$ cat config.mk
export PLATFORM = sky130hd
export DESIGN_NAME = cell_adc_select_and_fault_flags
export DESIGN_NICKNAME = d
export VERILOG_FILES = /design/src/hw/cell_adc_pkg.sv /design/src/hw/seq_link_if.sv /design/src/hw/adc_sequencer.sv /design/src/hw/cell_adc_select_and_fault_flags.sv
export VERILOG_INCLUDE_DIRS = /design/src /design/src/hw
export SDC_FILE = /design/constraint.sdc
export NUM_CORES = 1
export LEC_CHECK = 0
export BUFFER_PORTS_ARGS = -buffer_cell sky130_fd_sc_hd__buf_4
export CORE_UTILIZATION = 50
export CTS_CLUSTER_SIZE = 30
export DETAILED_ROUTE_END_ITERATION = 6
export GPL_TIMING_DRIVEN = 0
export HOLD_SLACK_MARGIN = 0.1
export PLACE_DENSITY = 0.71
export SLEW_MARGIN = 25
export SYNTH_ARGS = -nofsm -noshare
export SYNTH_HDL_FRONTEND = slang
export SYNTH_SLANG_ARGS = --single-unit
$ cat constraint.sdc
create_clock -name clk -period 3.1 [get_ports clk]
set_clock_uncertainty 0.05 [all_clocks]
set_input_delay 0.155 -clock clk [delete_from_list [all_inputs] [get_ports clk]]
set_output_delay 0.155 -clock clk [all_outputs]
set_load 0.01 [all_outputs]
$ cat src/hw/cell_adc_consts.svh
// Purpose: offsets, field positions, reset values and timing counts of the converter control block
// Assumes: 8-bit registers at byte offsets, 20 MHz clock
// Notes: definitions only
`ifndef CELL_ADC_CONSTS_SVH
`define CELL_ADC_CONSTS_SVH
`define OFS_HIGH_CELL_FLAGS 8'h22
`define OFS_LOW_CELL_FLAGS 8'h23
`define OFS_PARITY_FIRST 8'h24
`define OFS_PARITY_SECOND 8'h25
`define OFS_CONVERSION_SETUP 8'h30
`define OFS_SAMPLE_TRIGGER 8'h34
`define OFS_FAULT_STATUS 8'h21
`define SETUP_RESET 8'h00
`define SETUP_WRITE_MASK 8'h7F
`define BIT_FORCE_ON 6
`define POS_TEMP_SEL 4
`define BIT_AUX_SEL 3
`define POS_CELL_SEL 0
`define BIT_HIGH_SUMMARY 0
`define BIT_LOW_SUMMARY 1
`define BIT_SAMPLE_TRIGGER 0
`define CELL_FLAG_MASK 8'h3F
`define PARITY_SECOND_MASK 8'h0F
`define CELL_SEL_MAX 3'h5
`define CLK_MHZ 20
`define SETTLE_US 10
`define SETTLE_CYCLES (`SETTLE_US * `CLK_MHZ)
`define STEP_CYCLES 16'h0078
`endif

$ cat src/hw/cell_adc_pkg.sv
// Purpose: types shared by the converter control block
// Assumes: nothing beyond the constants header
// Notes: types only
package cell_adc_pkg;
  typedef enum logic [1:0] {PWR_OFF, PWR_SETTLE, PWR_CONVERT} pwr_state_t;
  typedef struct packed {
    logic [1:0] tempSel;
    logic auxSel;
    logic [2:0] cellCount;
  } seq_plan_t;
endpackage

$ cat src/hw/seq_link_if.sv
// Purpose: carries the sequence plan and handshake between top and sequencer
// Assumes: single clock
// Notes: top drives plan and start, sequencer answers
`timescale 1ns/1ns
`default_nettype none
interface seq_link_if;
  import cell_adc_pkg::*;
  seq_plan_t plan;
  logic forceOn;
  logic start;
  logic busy;
  logic powered;
  logic done;
  modport ctrl (output plan, output forceOn, output start, input busy, input powered, input done);
  modport seq (input plan, input forceOn, input start, output busy, output powered, output done);
endinterface
`default_nettype wire

$ cat src/hw/adc_sequencer.sv
// Purpose: powers the converter and walks through one conversion sequence
// Assumes: start is a one-cycle pulse, ignored while busy
// Notes: one step per measured input, step length a parameter
`timescale 1ns/1ns
`default_nettype none
`include "cell_adc_consts.svh"
module adc_sequencer
  import cell_adc_pkg::*;
#(
  parameter int SETTLE_CYCLES = `SETTLE_CYCLES,
  parameter logic [15:0] STEP_CYCLES = `STEP_CYCLES
)
(
  // clock and reset
  input wire logic clk,
  input wire logic rst_n,
  // link to register side
  seq_link_if.seq link
);
  typedef struct packed {
    pwr_state_t state;
    logic [15:0] timer;
    logic [3:0] steps;
    logic done;
  } seq_regs_t;
  localparam logic [15:0] SETTLE_LOAD = 16'(SETTLE_CYCLES - 1);

  seq_regs_t r;
  seq_regs_t next_r;

  // number of inputs measured: cells, then sensors, then aux input
  function automatic logic [3:0] stepCount(input seq_plan_t p);
    logic [3:0] n;
    n = {1'b0, p.cellCount} + 4'h1;
    n = n + {3'h0, p.tempSel[0]} + {3'h0, p.tempSel[1]} + {3'h0, p.auxSel};
    return n;
  endfunction

  always_comb
  begin
    next_r = r;
    next_r.done = 1'b0;
    case (r.state)
      PWR_OFF:
      begin
        if (link.start)
        begin
          next_r.steps = stepCount(link.plan);
          // forced-on converter is already settled
          if (link.forceOn)
          begin
            next_r.state = PWR_CONVERT;
            next_r.timer = STEP_CYCLES - 16'h0001;
          end
          else
          begin
            next_r.state = PWR_SETTLE;
            next_r.timer = SETTLE_LOAD;
          end
        end
      end
      PWR_SETTLE:
      begin
        if (r.timer == 16'h0000)
        begin
          next_r.state = PWR_CONVERT;
          next_r.timer = STEP_CYCLES - 16'h0001;
        end
        else
          next_r.timer = r.timer - 16'h0001;
      end
      PWR_CONVERT:
      begin
        if (r.timer != 16'h0000)
          next_r.timer = r.timer - 16'h0001;
        else if (r.steps > 4'h1)
        begin
          next_r.steps = r.steps - 4'h1;
          next_r.timer = STEP_CYCLES - 16'h0001;
        end
        else
        begin
          next_r.state = PWR_OFF;
          next_r.done = 1'b1;
        end
      end
      default:
        next_r.state = PWR_OFF;
    endcase
  end

  always_ff @(posedge clk or negedge rst_n)
  begin
    if (!rst_n)
      r <= '0;
    else
      r <= next_r;
  end

  assign link.busy = (r.state != PWR_OFF);
  assign link.powered = link.forceOn || (r.state != PWR_OFF);
  assign link.done = r.done;
endmodule
`default_nettype wire

$ cat src/hw/cell_adc_select_and_fault_flags.sv
// Purpose: converter setup register, per-cell fault flags and configuration parity results
// Assumes: register port is a parallel byte port driven by the serial front end on clk
// Notes: fault and parity sources arrive from pins or other logic and are synchronised
// Function
// - overvoltage flags bits 5-0 show which cells hold an overvoltage fault
// - undervoltage flags bits 5-0 show which cells hold an undervoltage fault
// - per-cell flags show which cells hold a fault now, and clear while the summary fault flags stay set
// - parity register 0x24 reports eight protected register parity bits, 7 down to 0
// - parity register 0x25 reports four spare register parity bits in 3-0
// - setup bit 6 set keeps converter powered regardless of conversion state
// - bit 6 clear: power up on request, settle, convert, power down
// - bits 5-4 select temperature sensors: none, first, second, both
// - bit 3 includes the auxiliary analog input in next sequence
// - bits 2-0 set measured cell count, code 101 means cells 1-6
// - codes 110 and 111 measure cell 1 only
`timescale 1ns/1ns
`default_nettype none
`include "cell_adc_consts.svh"
module cell_adc_select_and_fault_flags
  import cell_adc_pkg::*;
#(
  parameter int CELLS = 6,
  parameter int SETTLE_CYCLES = `SETTLE_CYCLES,
  parameter logic [15:0] STEP_CYCLES = `STEP_CYCLES
)
(
  // clock and reset
  input wire logic clk,
  input wire logic rst_n,
  // register port
  input wire logic regWrite,
  input wire logic regRead,
  input wire logic [7:0] regAddr,
  input wire logic [7:0] regWdata,
  output logic [7:0] regRdata,
  // fault comparators and parity checker
  input wire logic [CELLS-1:0] cellHighIn,
  input wire logic [CELLS-1:0] cellLowIn,
  input wire logic [7:0] parityFirstIn,
  input wire logic [3:0] paritySecondIn,
  // converter side
  output logic converterPowered,
  output logic conversionBusy,
  output logic conversionDone,
  output logic [1:0] tempSensorSelect,
  output logic auxAnalogSelect,
  output logic [CELLS-1:0] cellMeasureMask,
  output logic highCellSummary,
  output logic lowCellSummary
);
  typedef struct packed {
    logic [CELLS-1:0] highMeta;
    logic [CELLS-1:0] highSync;
    logic [CELLS-1:0] lowMeta;
    logic [CELLS-1:0] lowSync;
    logic [7:0] parAMeta;
    logic [7:0] parASync;
    logic [3:0] parBMeta;
    logic [3:0] parBSync;
    logic [CELLS-1:0] highFlags;
    logic [CELLS-1:0] lowFlags;
    logic highSummary;
    logic lowSummary;
    logic [7:0] setup;
    logic startPulse;
    seq_plan_t plan;
    logic [7:0] rdata;
  } top_regs_t;

  top_regs_t r;
  top_regs_t next_r;
  seq_link_if link ();

  // map a cell-select code to a count code, unused codes fall back to cell 1
  function automatic logic [2:0] cellCode(input logic [2:0] code);
    return (code > `CELL_SEL_MAX) ? 3'h0 : code;
  endfunction

  // widen a flag vector to a byte, upper bits zero
  function automatic logic [7:0] toByte(input logic [CELLS-1:0] v);
    logic [7:0] b;
    b = '0;
    b[CELLS-1:0] = v;
    return b & `CELL_FLAG_MASK;
  endfunction

  always_comb
  begin
    next_r = r;
    next_r.startPulse = 1'b0;
    next_r.highMeta = cellHighIn;
    next_r.highSync = r.highMeta;
    next_r.lowMeta = cellLowIn;
    next_r.lowSync = r.lowMeta;
    next_r.parAMeta = parityFirstIn;
    next_r.parASync = r.parAMeta;
    next_r.parBMeta = paritySecondIn;
    next_r.parBSync = r.parBMeta;
    // flags follow the live comparator state
    next_r.highFlags = r.highSync;
    next_r.lowFlags = r.lowSync;
    if (regWrite && regAddr == `OFS_FAULT_STATUS)
    begin
      if (regWdata[`BIT_HIGH_SUMMARY])
        next_r.highSummary = 1'b0;
      if (regWdata[`BIT_LOW_SUMMARY])
        next_r.lowSummary = 1'b0;
    end
    // a new fault wins over a clear in the same cycle
    if (|r.highSync)
      next_r.highSummary = 1'b1;
    if (|r.lowSync)
      next_r.lowSummary = 1'b1;
    if (regWrite && regAddr == `OFS_CONVERSION_SETUP)
      next_r.setup = regWdata & `SETUP_WRITE_MASK;
    // selections are latched at start so a later write cannot alter a running sequence
    if (regWrite && regAddr == `OFS_SAMPLE_TRIGGER && regWdata[`BIT_SAMPLE_TRIGGER] && !link.busy)
    begin
      next_r.startPulse = 1'b1;
      next_r.plan.tempSel = r.setup[`POS_TEMP_SEL +: 2];
      next_r.plan.auxSel = r.setup[`BIT_AUX_SEL];
      next_r.plan.cellCount = cellCode(r.setup[`POS_CELL_SEL +: 3]);
    end
    next_r.rdata = 8'h00;
    if (regRead)
    begin
      case (regAddr)
        `OFS_HIGH_CELL_FLAGS: next_r.rdata = toByte(r.highFlags);
        `OFS_LOW_CELL_FLAGS: next_r.rdata = toByte(r.lowFlags);
        `OFS_PARITY_FIRST: next_r.rdata = r.parASync;
        `OFS_PARITY_SECOND: next_r.rdata = {4'h0, r.parBSync} & `PARITY_SECOND_MASK;
        `OFS_CONVERSION_SETUP: next_r.rdata = r.setup;
        `OFS_FAULT_STATUS: next_r.rdata = {6'h00, r.lowSummary, r.highSummary};
        default: next_r.rdata = 8'h00;
      endcase
    end
  end

  always_ff @(posedge clk or negedge rst_n)
  begin
    if (!rst_n)
    begin
      r <= '0;
      r.setup <= `SETUP_RESET;
    end
    else
      r <= next_r;
  end

  assign link.plan = r.plan;
  assign link.forceOn = r.setup[`BIT_FORCE_ON];
  assign link.start = r.startPulse;

  adc_sequencer #(
    .SETTLE_CYCLES(SETTLE_CYCLES),
    .STEP_CYCLES(STEP_CYCLES)
  ) u_seq (
    .clk(clk),
    .rst_n(rst_n),
    .link(link)
  );

  // selection outputs show the plan of the sequence in flight
  always_comb
  begin
    cellMeasureMask = '0;
    for (int i = 0; i < CELLS; i++)
      cellMeasureMask[i] = (3'(i) <= r.plan.cellCount);
  end

  assign regRdata = r.rdata;
  assign converterPowered = link.powered;
  assign conversionBusy = link.busy;
  assign conversionDone = link.done;
  assign tempSensorSelect = r.plan.tempSel;
  assign auxAnalogSelect = r.plan.auxSel;
  assign highCellSummary = r.highSummary;
  assign lowCellSummary = r.lowSummary;
endmodule
`default_nettype wire

# --- Word level (Yosys, flattened, before mapping) ---
# Cells that the tools add are included.
totals:
  register_bits: 107
  in_bits: 44
  output_inout_bits: 22
  wordCells: 98
classes:
  add_sub_neg: 6
  order_cmp: 8
  n_eq_ne: 15
  mux: 23
  n_reduce_logical: 24
op_table:
  columns: ["op", "n"]
  rows:
  - ["equality test 8 x 6 -> 1 bit, second input constant", 7]
  - ["case mux 16 bit (3 select lines)", 1]
  - ["case mux 8 bit (6 select lines)", 1]
  - ["two-way mux 16 bit", 2]
  - ["two-way mux 22 bit", 1]
  - ["two-way mux 20 bit", 1]
  - ["two-way mux 18 bit", 1]
  - ["zero test 16 bit", 1]
  - ["nonzero test 16 bit", 1]
  - ["subtractor 16 x 1 -> 16 bit, second input constant", 1]
  - ["adder 4 x 1 -> 4 bit", 3]
  - ["nonzero test 2 bit", 6]
  - ["OR reduction 6 bit", 2]
  - ["two-way mux 2 bit", 4]
  - ["two-way mux 8 bit", 1]
  - ["case mux 4 bit (2 select lines)", 1]
  - ["AND reduction 4 bit", 2]
  - ["two-way mux 7 bit", 1]
  - ["<= comparator 1 x 3 -> 1 bit, first input constant", 2]
  - ["<= comparator 2 x 3 -> 1 bit, first input constant", 2]
  - ["<= comparator 3 bit, first input constant", 2]
  - ["two-way mux 1 bit", 6]
  - ["!= test 2 bit, second input constant", 3]
  - ["case mux 2 bit (3 select lines)", 1]
  - ["other kinds (17)", 23]

# --- Logic depth before layout (Yosys ltp) ---
depth:
  ltp_word: 6
  mapped_depth: 9
  ltp_nobuf: 9

# --- Cells and area by module ---
# A second synthesis with hierarchy kept.
hier_totals:
  hier_cells: 373
  hier_area_um2: 4529.3
modules_own_cells:
  columns: ["module", "n_inst", "cells_per_inst", "area_per_inst_um2", "seq_area_each_um2"]
  rows:
  - ["cell_adc_select_and_fault_flags", 1, 192, 2927.8, 2102.0]
  - ["adc_sequencer", 1, 181, 1601.5, 575.6]

# --- Worst setup path before layout ---
# No wires, ideal clock.
synth_timing:
  kind: "flip-flop to flip-flop"
  from: "register u_seq.r[14] in the netlist's numbering"
  to: "register u_seq.r[21] in the netlist's numbering"
  setup_time_ns: 0.079
  arrival_ns: 2.255
  required_ns: 2.971
  slack_ns: 0.716
  stages_incl_launch_ff: 8
  n_path_buf: 2
  period_less_slack_ns: 2.384
  cell_sequence: "dfrtp_1 -> or4_4 -> buf_6 -> or4_4 -> buf_6 -> a211o_1 -> o21ai_2 -> mux2i_1"
synth_via:
  elab_chain_cells: 3
  elab_cells_between_ends: 5
  classes_between: "eq/ne: 2; reduce/logical: 3"
synth_rtl:
  columns: ["element", "line", "rtl"]
  rows:
  - ["from (decl)", "adc_sequencer.sv:28", "seq_regs_t r;"]
  - ["from (signal assigned)", "adc_sequencer.sv:97", "r <= next_r;"]
  - ["zero test 16 bit or nonzero test 16 bit (tied branches)", "adc_sequencer.sv:64, adc_sequencer.sv:74", null]
  - ["!= test 2 x 1 -> 1 bit (no line) or != test 2 bit (tied branches)", null, null]
  - ["AND reduction 4 bit (no line) *", null, null]
# Mark *: on every way between the ends. The rest lies on a longest branch, timed or not.
# A chain may end at the register's enable or synchronous reset.

# --- Final worst setup path ---
layout_timing:
  from: "register u_seq.r[22] in the netlist's numbering"
  to: "register u_seq.r[7] in the netlist's numbering"
layout_via:
  elab_chain_cells: 3
  elab_cells_between_ends: 8
  classes_between: "eq/ne: 4; mux: 1; reduce/logical: 3"
layout_rtl:
  columns: ["element", "line", "rtl"]
  rows:
  - ["equality test 2 bit (tied with other cells)", "adc_sequencer.sv:43", "case (r.state)"]
  - ["!= test 3 x 1 -> 1 bit (no line) (tied with other cells)", null, null]
  - ["AND reduction 3 bit (no line)", null, null]
# Several ways; a longest one is shown, not always the timed one.

==> impl_summary.log <==
INFO  metric grt_setup_unrepaired = no
INFO  metric reg2reg_depth = 8
INFO  metric avgSynthCellArea = 11.7 um2
INFO  metric initial_core_util = 0.515
INFO  metric cts.path.max_buffers = 2
INFO  metric gp_routability_congestion = 0.848
INFO  metric power.density_cell_area = 642 nW/um2
INFO  metric clock_insertion_delay_worst_skew = 0.37 ns
INFO  metric dieWidth = 96.6 um
INFO  metric post_cts_hold_buffer_count = 34
INFO  metric timing.critical_path.slowest_stage_cell = sky130_fd_sc_hd__dfrtp_1
INFO  metric drtIter0Drc = 159
INFO  metric endpoint_kind = flip-flop
INFO  metric total_power = 3.61 mW
INFO  metric numPlacedInstances = 551
INFO  metric layout_min_cycle_time = 2.51 ns
INFO  metric synth_commonest_cells = 107 x sky130_fd_sc_hd__dfrtp_1, 33 x sky130_fd_sc_hd__nor2_1, 16 x sky130_fd_sc_hd__nand2_1
INFO  metric worstReg2RegEnd = u_seq.r[7]
INFO  metric grt_max_degree = 108
INFO  metric critical_path.reg2reg.startpoint = u_seq.r[22]
INFO  metric cts_sinks = 107
INFO  metric synth-edff-count = 0
INFO  metric clk_transition_reported_paths = 0.11 ns
INFO  metric wirelength = 8.92 mm
INFO  metric vias_per_instance = 5.36
INFO  metric min_period_over_period = 0.809
INFO  metric area_grow_syn2layout = 25.6%
INFO  metric p_leak = 2.58 nW
INFO  metric coreArea = 8680 um2
INFO  metric dpl_worst_slack = 0.620 ns
INFO  metric netlist_top_cells_area = sky130_fd_sc_hd__dfrtp_1 60%, sky130_fd_sc_hd__mux2_2 3.3%, sky130_fd_sc_hd__nor2_1 2.8%
INFO  metric worst_ep_required_time = 3.32 ns
INFO  metric floorplan.io_pins = 66
INFO  metric critical_path.max_fanout = 10
INFO  metric fmax = 399 MHz
INFO  metric post-synth-top-count-cell = sky130_fd_sc_hd__dfrtp_1
INFO  metric dpl_cell_area = 5070 um2
INFO  metric die_h = 96.6 um
INFO  metric cts.repair_timing.setup_buffer_count = 0
INFO  metric vias = 3,221
INFO  metric remaining_drc_errors = 0
INFO  metric totalNegativeSetupSlack = 0 ns
INFO  metric antenna_violations_before_repair = 0
INFO  metric post_synth_instance_area = 4470 um2
INFO  metric layoutNonFillerInstCount = 601
INFO  metric port_buffers = 61
INFO  metric start_kind = flip-flop
INFO  metric drv_cap = 0
INFO  metric placementRows = 34
INFO  metric wire_per_inst = 14.8 um
INFO  metric post_route_standard_cell_area_excluding_fillers = 5620 um2
INFO  metric filler_cell_count = 689
INFO  metric tritoncts = done
INFO  metric post_route_cells_drive_above_1_share = 0.239
INFO  metric irDropWorstVdd = 0.340 mV
INFO  metric wire_length_of_the_first_global_routing_pass = 14.4 mm
INFO  metric r2r_slack = 0.59 ns
INFO  metric worst_hold_slack = 0.112 ns
INFO  metric synth.ff_latch_count = 107
INFO  metric maxSlewHeadroom = 0.392
INFO  metric place_hpwl = 6.18 mm
INFO  metric timing.critical_path.from = u_seq.r[22]
INFO  metric crit_arrival = 2.73 ns
INFO  metric ys_types = 58
INFO  metric dominantRegCellSynth = sky130_fd_sc_hd__dfrtp_1
INFO  metric synth_warnings = 0
INFO  metric timing.setup.critical_path_class = flip-flop to flip-flop
INFO  metric final_core_util = 0.647
INFO  metric worstPathCellList = inv_1, ha_1, nor2b_1, or2_2, a21oi_1, clkbuf_1, o21ai_0, a22o_1
INFO  metric postRouteAntennaNets = 0
INFO  metric syn_nets = 437
INFO  metric hold_viol_final = 0
INFO  metric final-max-slew-violation-count = 0
INFO  metric worst_margin_slew = 0.907 ns
INFO  metric synthCells = 382
INFO  metric post-route-worst-setup-slack = 0.592 ns
INFO  metric critical_path_stages = 8
INFO  metric post_cts_resized = 0
INFO  metric n_antenna_cell = 0
INFO  metric holdCritPathClass = input port to flip-flop
INFO  metric buffer_type_at_the_clock_tree_root = sky130_fd_sc_hd__clkbuf_8
INFO  metric setup_violations = 0
INFO  metric worst_setup_path_endpoint = u_seq.r[7]
INFO  metric postSynth.asyncResetShare = 1.00
INFO  metric die_area = 9330 um2
INFO  metric proportion_of_netlist_area_held_by_the_largest_area_contributor = 0.599
INFO  metric numnets_final = 544
INFO  metric htree_num_levels = 3
INFO  metric cell_type_contributing_the_most_total_cell_area_after_synthesis = sky130_fd_sc_hd__dfrtp_1
INFO  metric drt-pass1-iter-count = 4
INFO  metric outcome = complete, no violations
INFO  metric critPathMaxStageDelay = 0.44 ns
INFO  metric grt_pass1_vias = 3,146
INFO  metric path_delay_family = compound AO/OA/AOI/OAI gates
INFO  metric cp.buffers_inverters = 2
INFO  metric cts_buffers = 9
INFO  metric ys_seq_area_frac = 0.599
INFO  metric grt.overflow.total = 0
INFO  metric track_usage = 0.209
-- sequential cells by signal (all words and copies together), names as in the netlist --
signal / flops
u_seq.link.done: 1
regRdata: 8
lowCellSummary: 1
u_seq.r: 22
link.plan: 3
link.forceOn: 1
tempSensorSelect: 2
highCellSummary: 1
auxAnalogSelect: 1
link.start: 1
next_r: 36
r: 30
-- area by class of cell --
class / count / area [um2] / share of cell area
flip-flops and latches: 107 / 2680 / 0.477
multi-input cells: 236 / 1580 / 0.282
repair buffers: 96 / 830 / 0.148
plain buffers: 24 / 155 / 0.0276
well taps: 108 / 135 / 0.0241
clock buffers: 9 / 124 / 0.0220
clock inverters: 6 / 56.3 / 0.0100
inverters: 15 / 56.3 / 0.0100
-- cell usage in the layout (no fill, tap or decap), types with 4 or more instances in the layout --
cell and n:
sky130_fd_sc_hd__inv_1 15, sky130_fd_sc_hd__or4_1 5, sky130_fd_sc_hd__ha_1 9, sky130_fd_sc_hd__nand2b_1 5
sky130_fd_sc_hd__o21ai_0 15, sky130_fd_sc_hd__nand2_1 16, sky130_fd_sc_hd__or3_1 5, sky130_fd_sc_hd__buf_4 71
sky130_fd_sc_hd__a22o_1 10, sky130_fd_sc_hd__a21oi_1 14, sky130_fd_sc_hd__clkbuf_8 9, sky130_fd_sc_hd__nor2b_1 7
sky130_fd_sc_hd__a22oi_1 6, sky130_fd_sc_hd__mux2i_1 5, sky130_fd_sc_hd__nor3_1 7, sky130_fd_sc_hd__o22ai_1 5
sky130_fd_sc_hd__or2_2 4, sky130_fd_sc_hd__nor4_1 8, sky130_fd_sc_hd__clkbuf_1 9, sky130_fd_sc_hd__nor2_1 33
sky130_fd_sc_hd__buf_6 4, sky130_fd_sc_hd__mux2_2 13, sky130_fd_sc_hd__nand3_1 11, sky130_fd_sc_hd__o21ai_1 10
sky130_fd_sc_hd__dlygate4sd3_1 34, sky130_fd_sc_hd__dfrtp_1 107
-- tightest hold or removal path: stages --
cell and delay [ns]:
sky130_fd_sc_hd__buf_4 0.11, sky130_fd_sc_hd__nand2_1 0.14, sky130_fd_sc_hd__nor3_1 0.08
-- cell families (layout without fill, tap and decap cells) --
logic type,Yosys count,after routing,synth area share
AO/OA/AOI/OAI,85,85,0.130
multiplexers,18,18,0.0439
AND/OR/NAND/NOR,120,120,0.143
other,1,1,0.000838
XOR/XNOR,1,1,0.00196
buffers and inverters,39,150,0.0473
adder cells (fa/ha/maj),11,11,0.0341
flip-flops,107,107,0.599
-- power by group --
group	switching (mW)	total (mW)	leakage (nW)	internal [mW]
Clock	0.492	0.798	0.0901	0.306
Combinational	0.702	1.19	1.18	0.486
Sequential	0.102	1.62	1.31	1.52
-- routing by layer --
metal	GRT usage	vias to the layer above	wire, um
met5	0	-	0
met4	0.0895	0	239
met3	0.0618	20	365
met2	0.370	77	4580
met1	0.234	1555	3730
li1	-	1569	-
-- how the worst min path moves through the flow --
stage	cells past startpoint	start	endpoint	slack, ns
after floorplan	0	rst_n	auxAnalogSelect	-0.19
after detailed placement	1	cellLowIn[1]	next_r[62]	0.22
after global routing	3	regAddr[5]	regRdata[6]	0.12
after global placement	1	cellHighIn[2]	next_r[75]	0.21
final	3	regAddr[5]	regRdata[6]	0.11
after CTS	3	regAddr[5]	regRdata[6]	0.10
(Power assumes the default switching activity.)
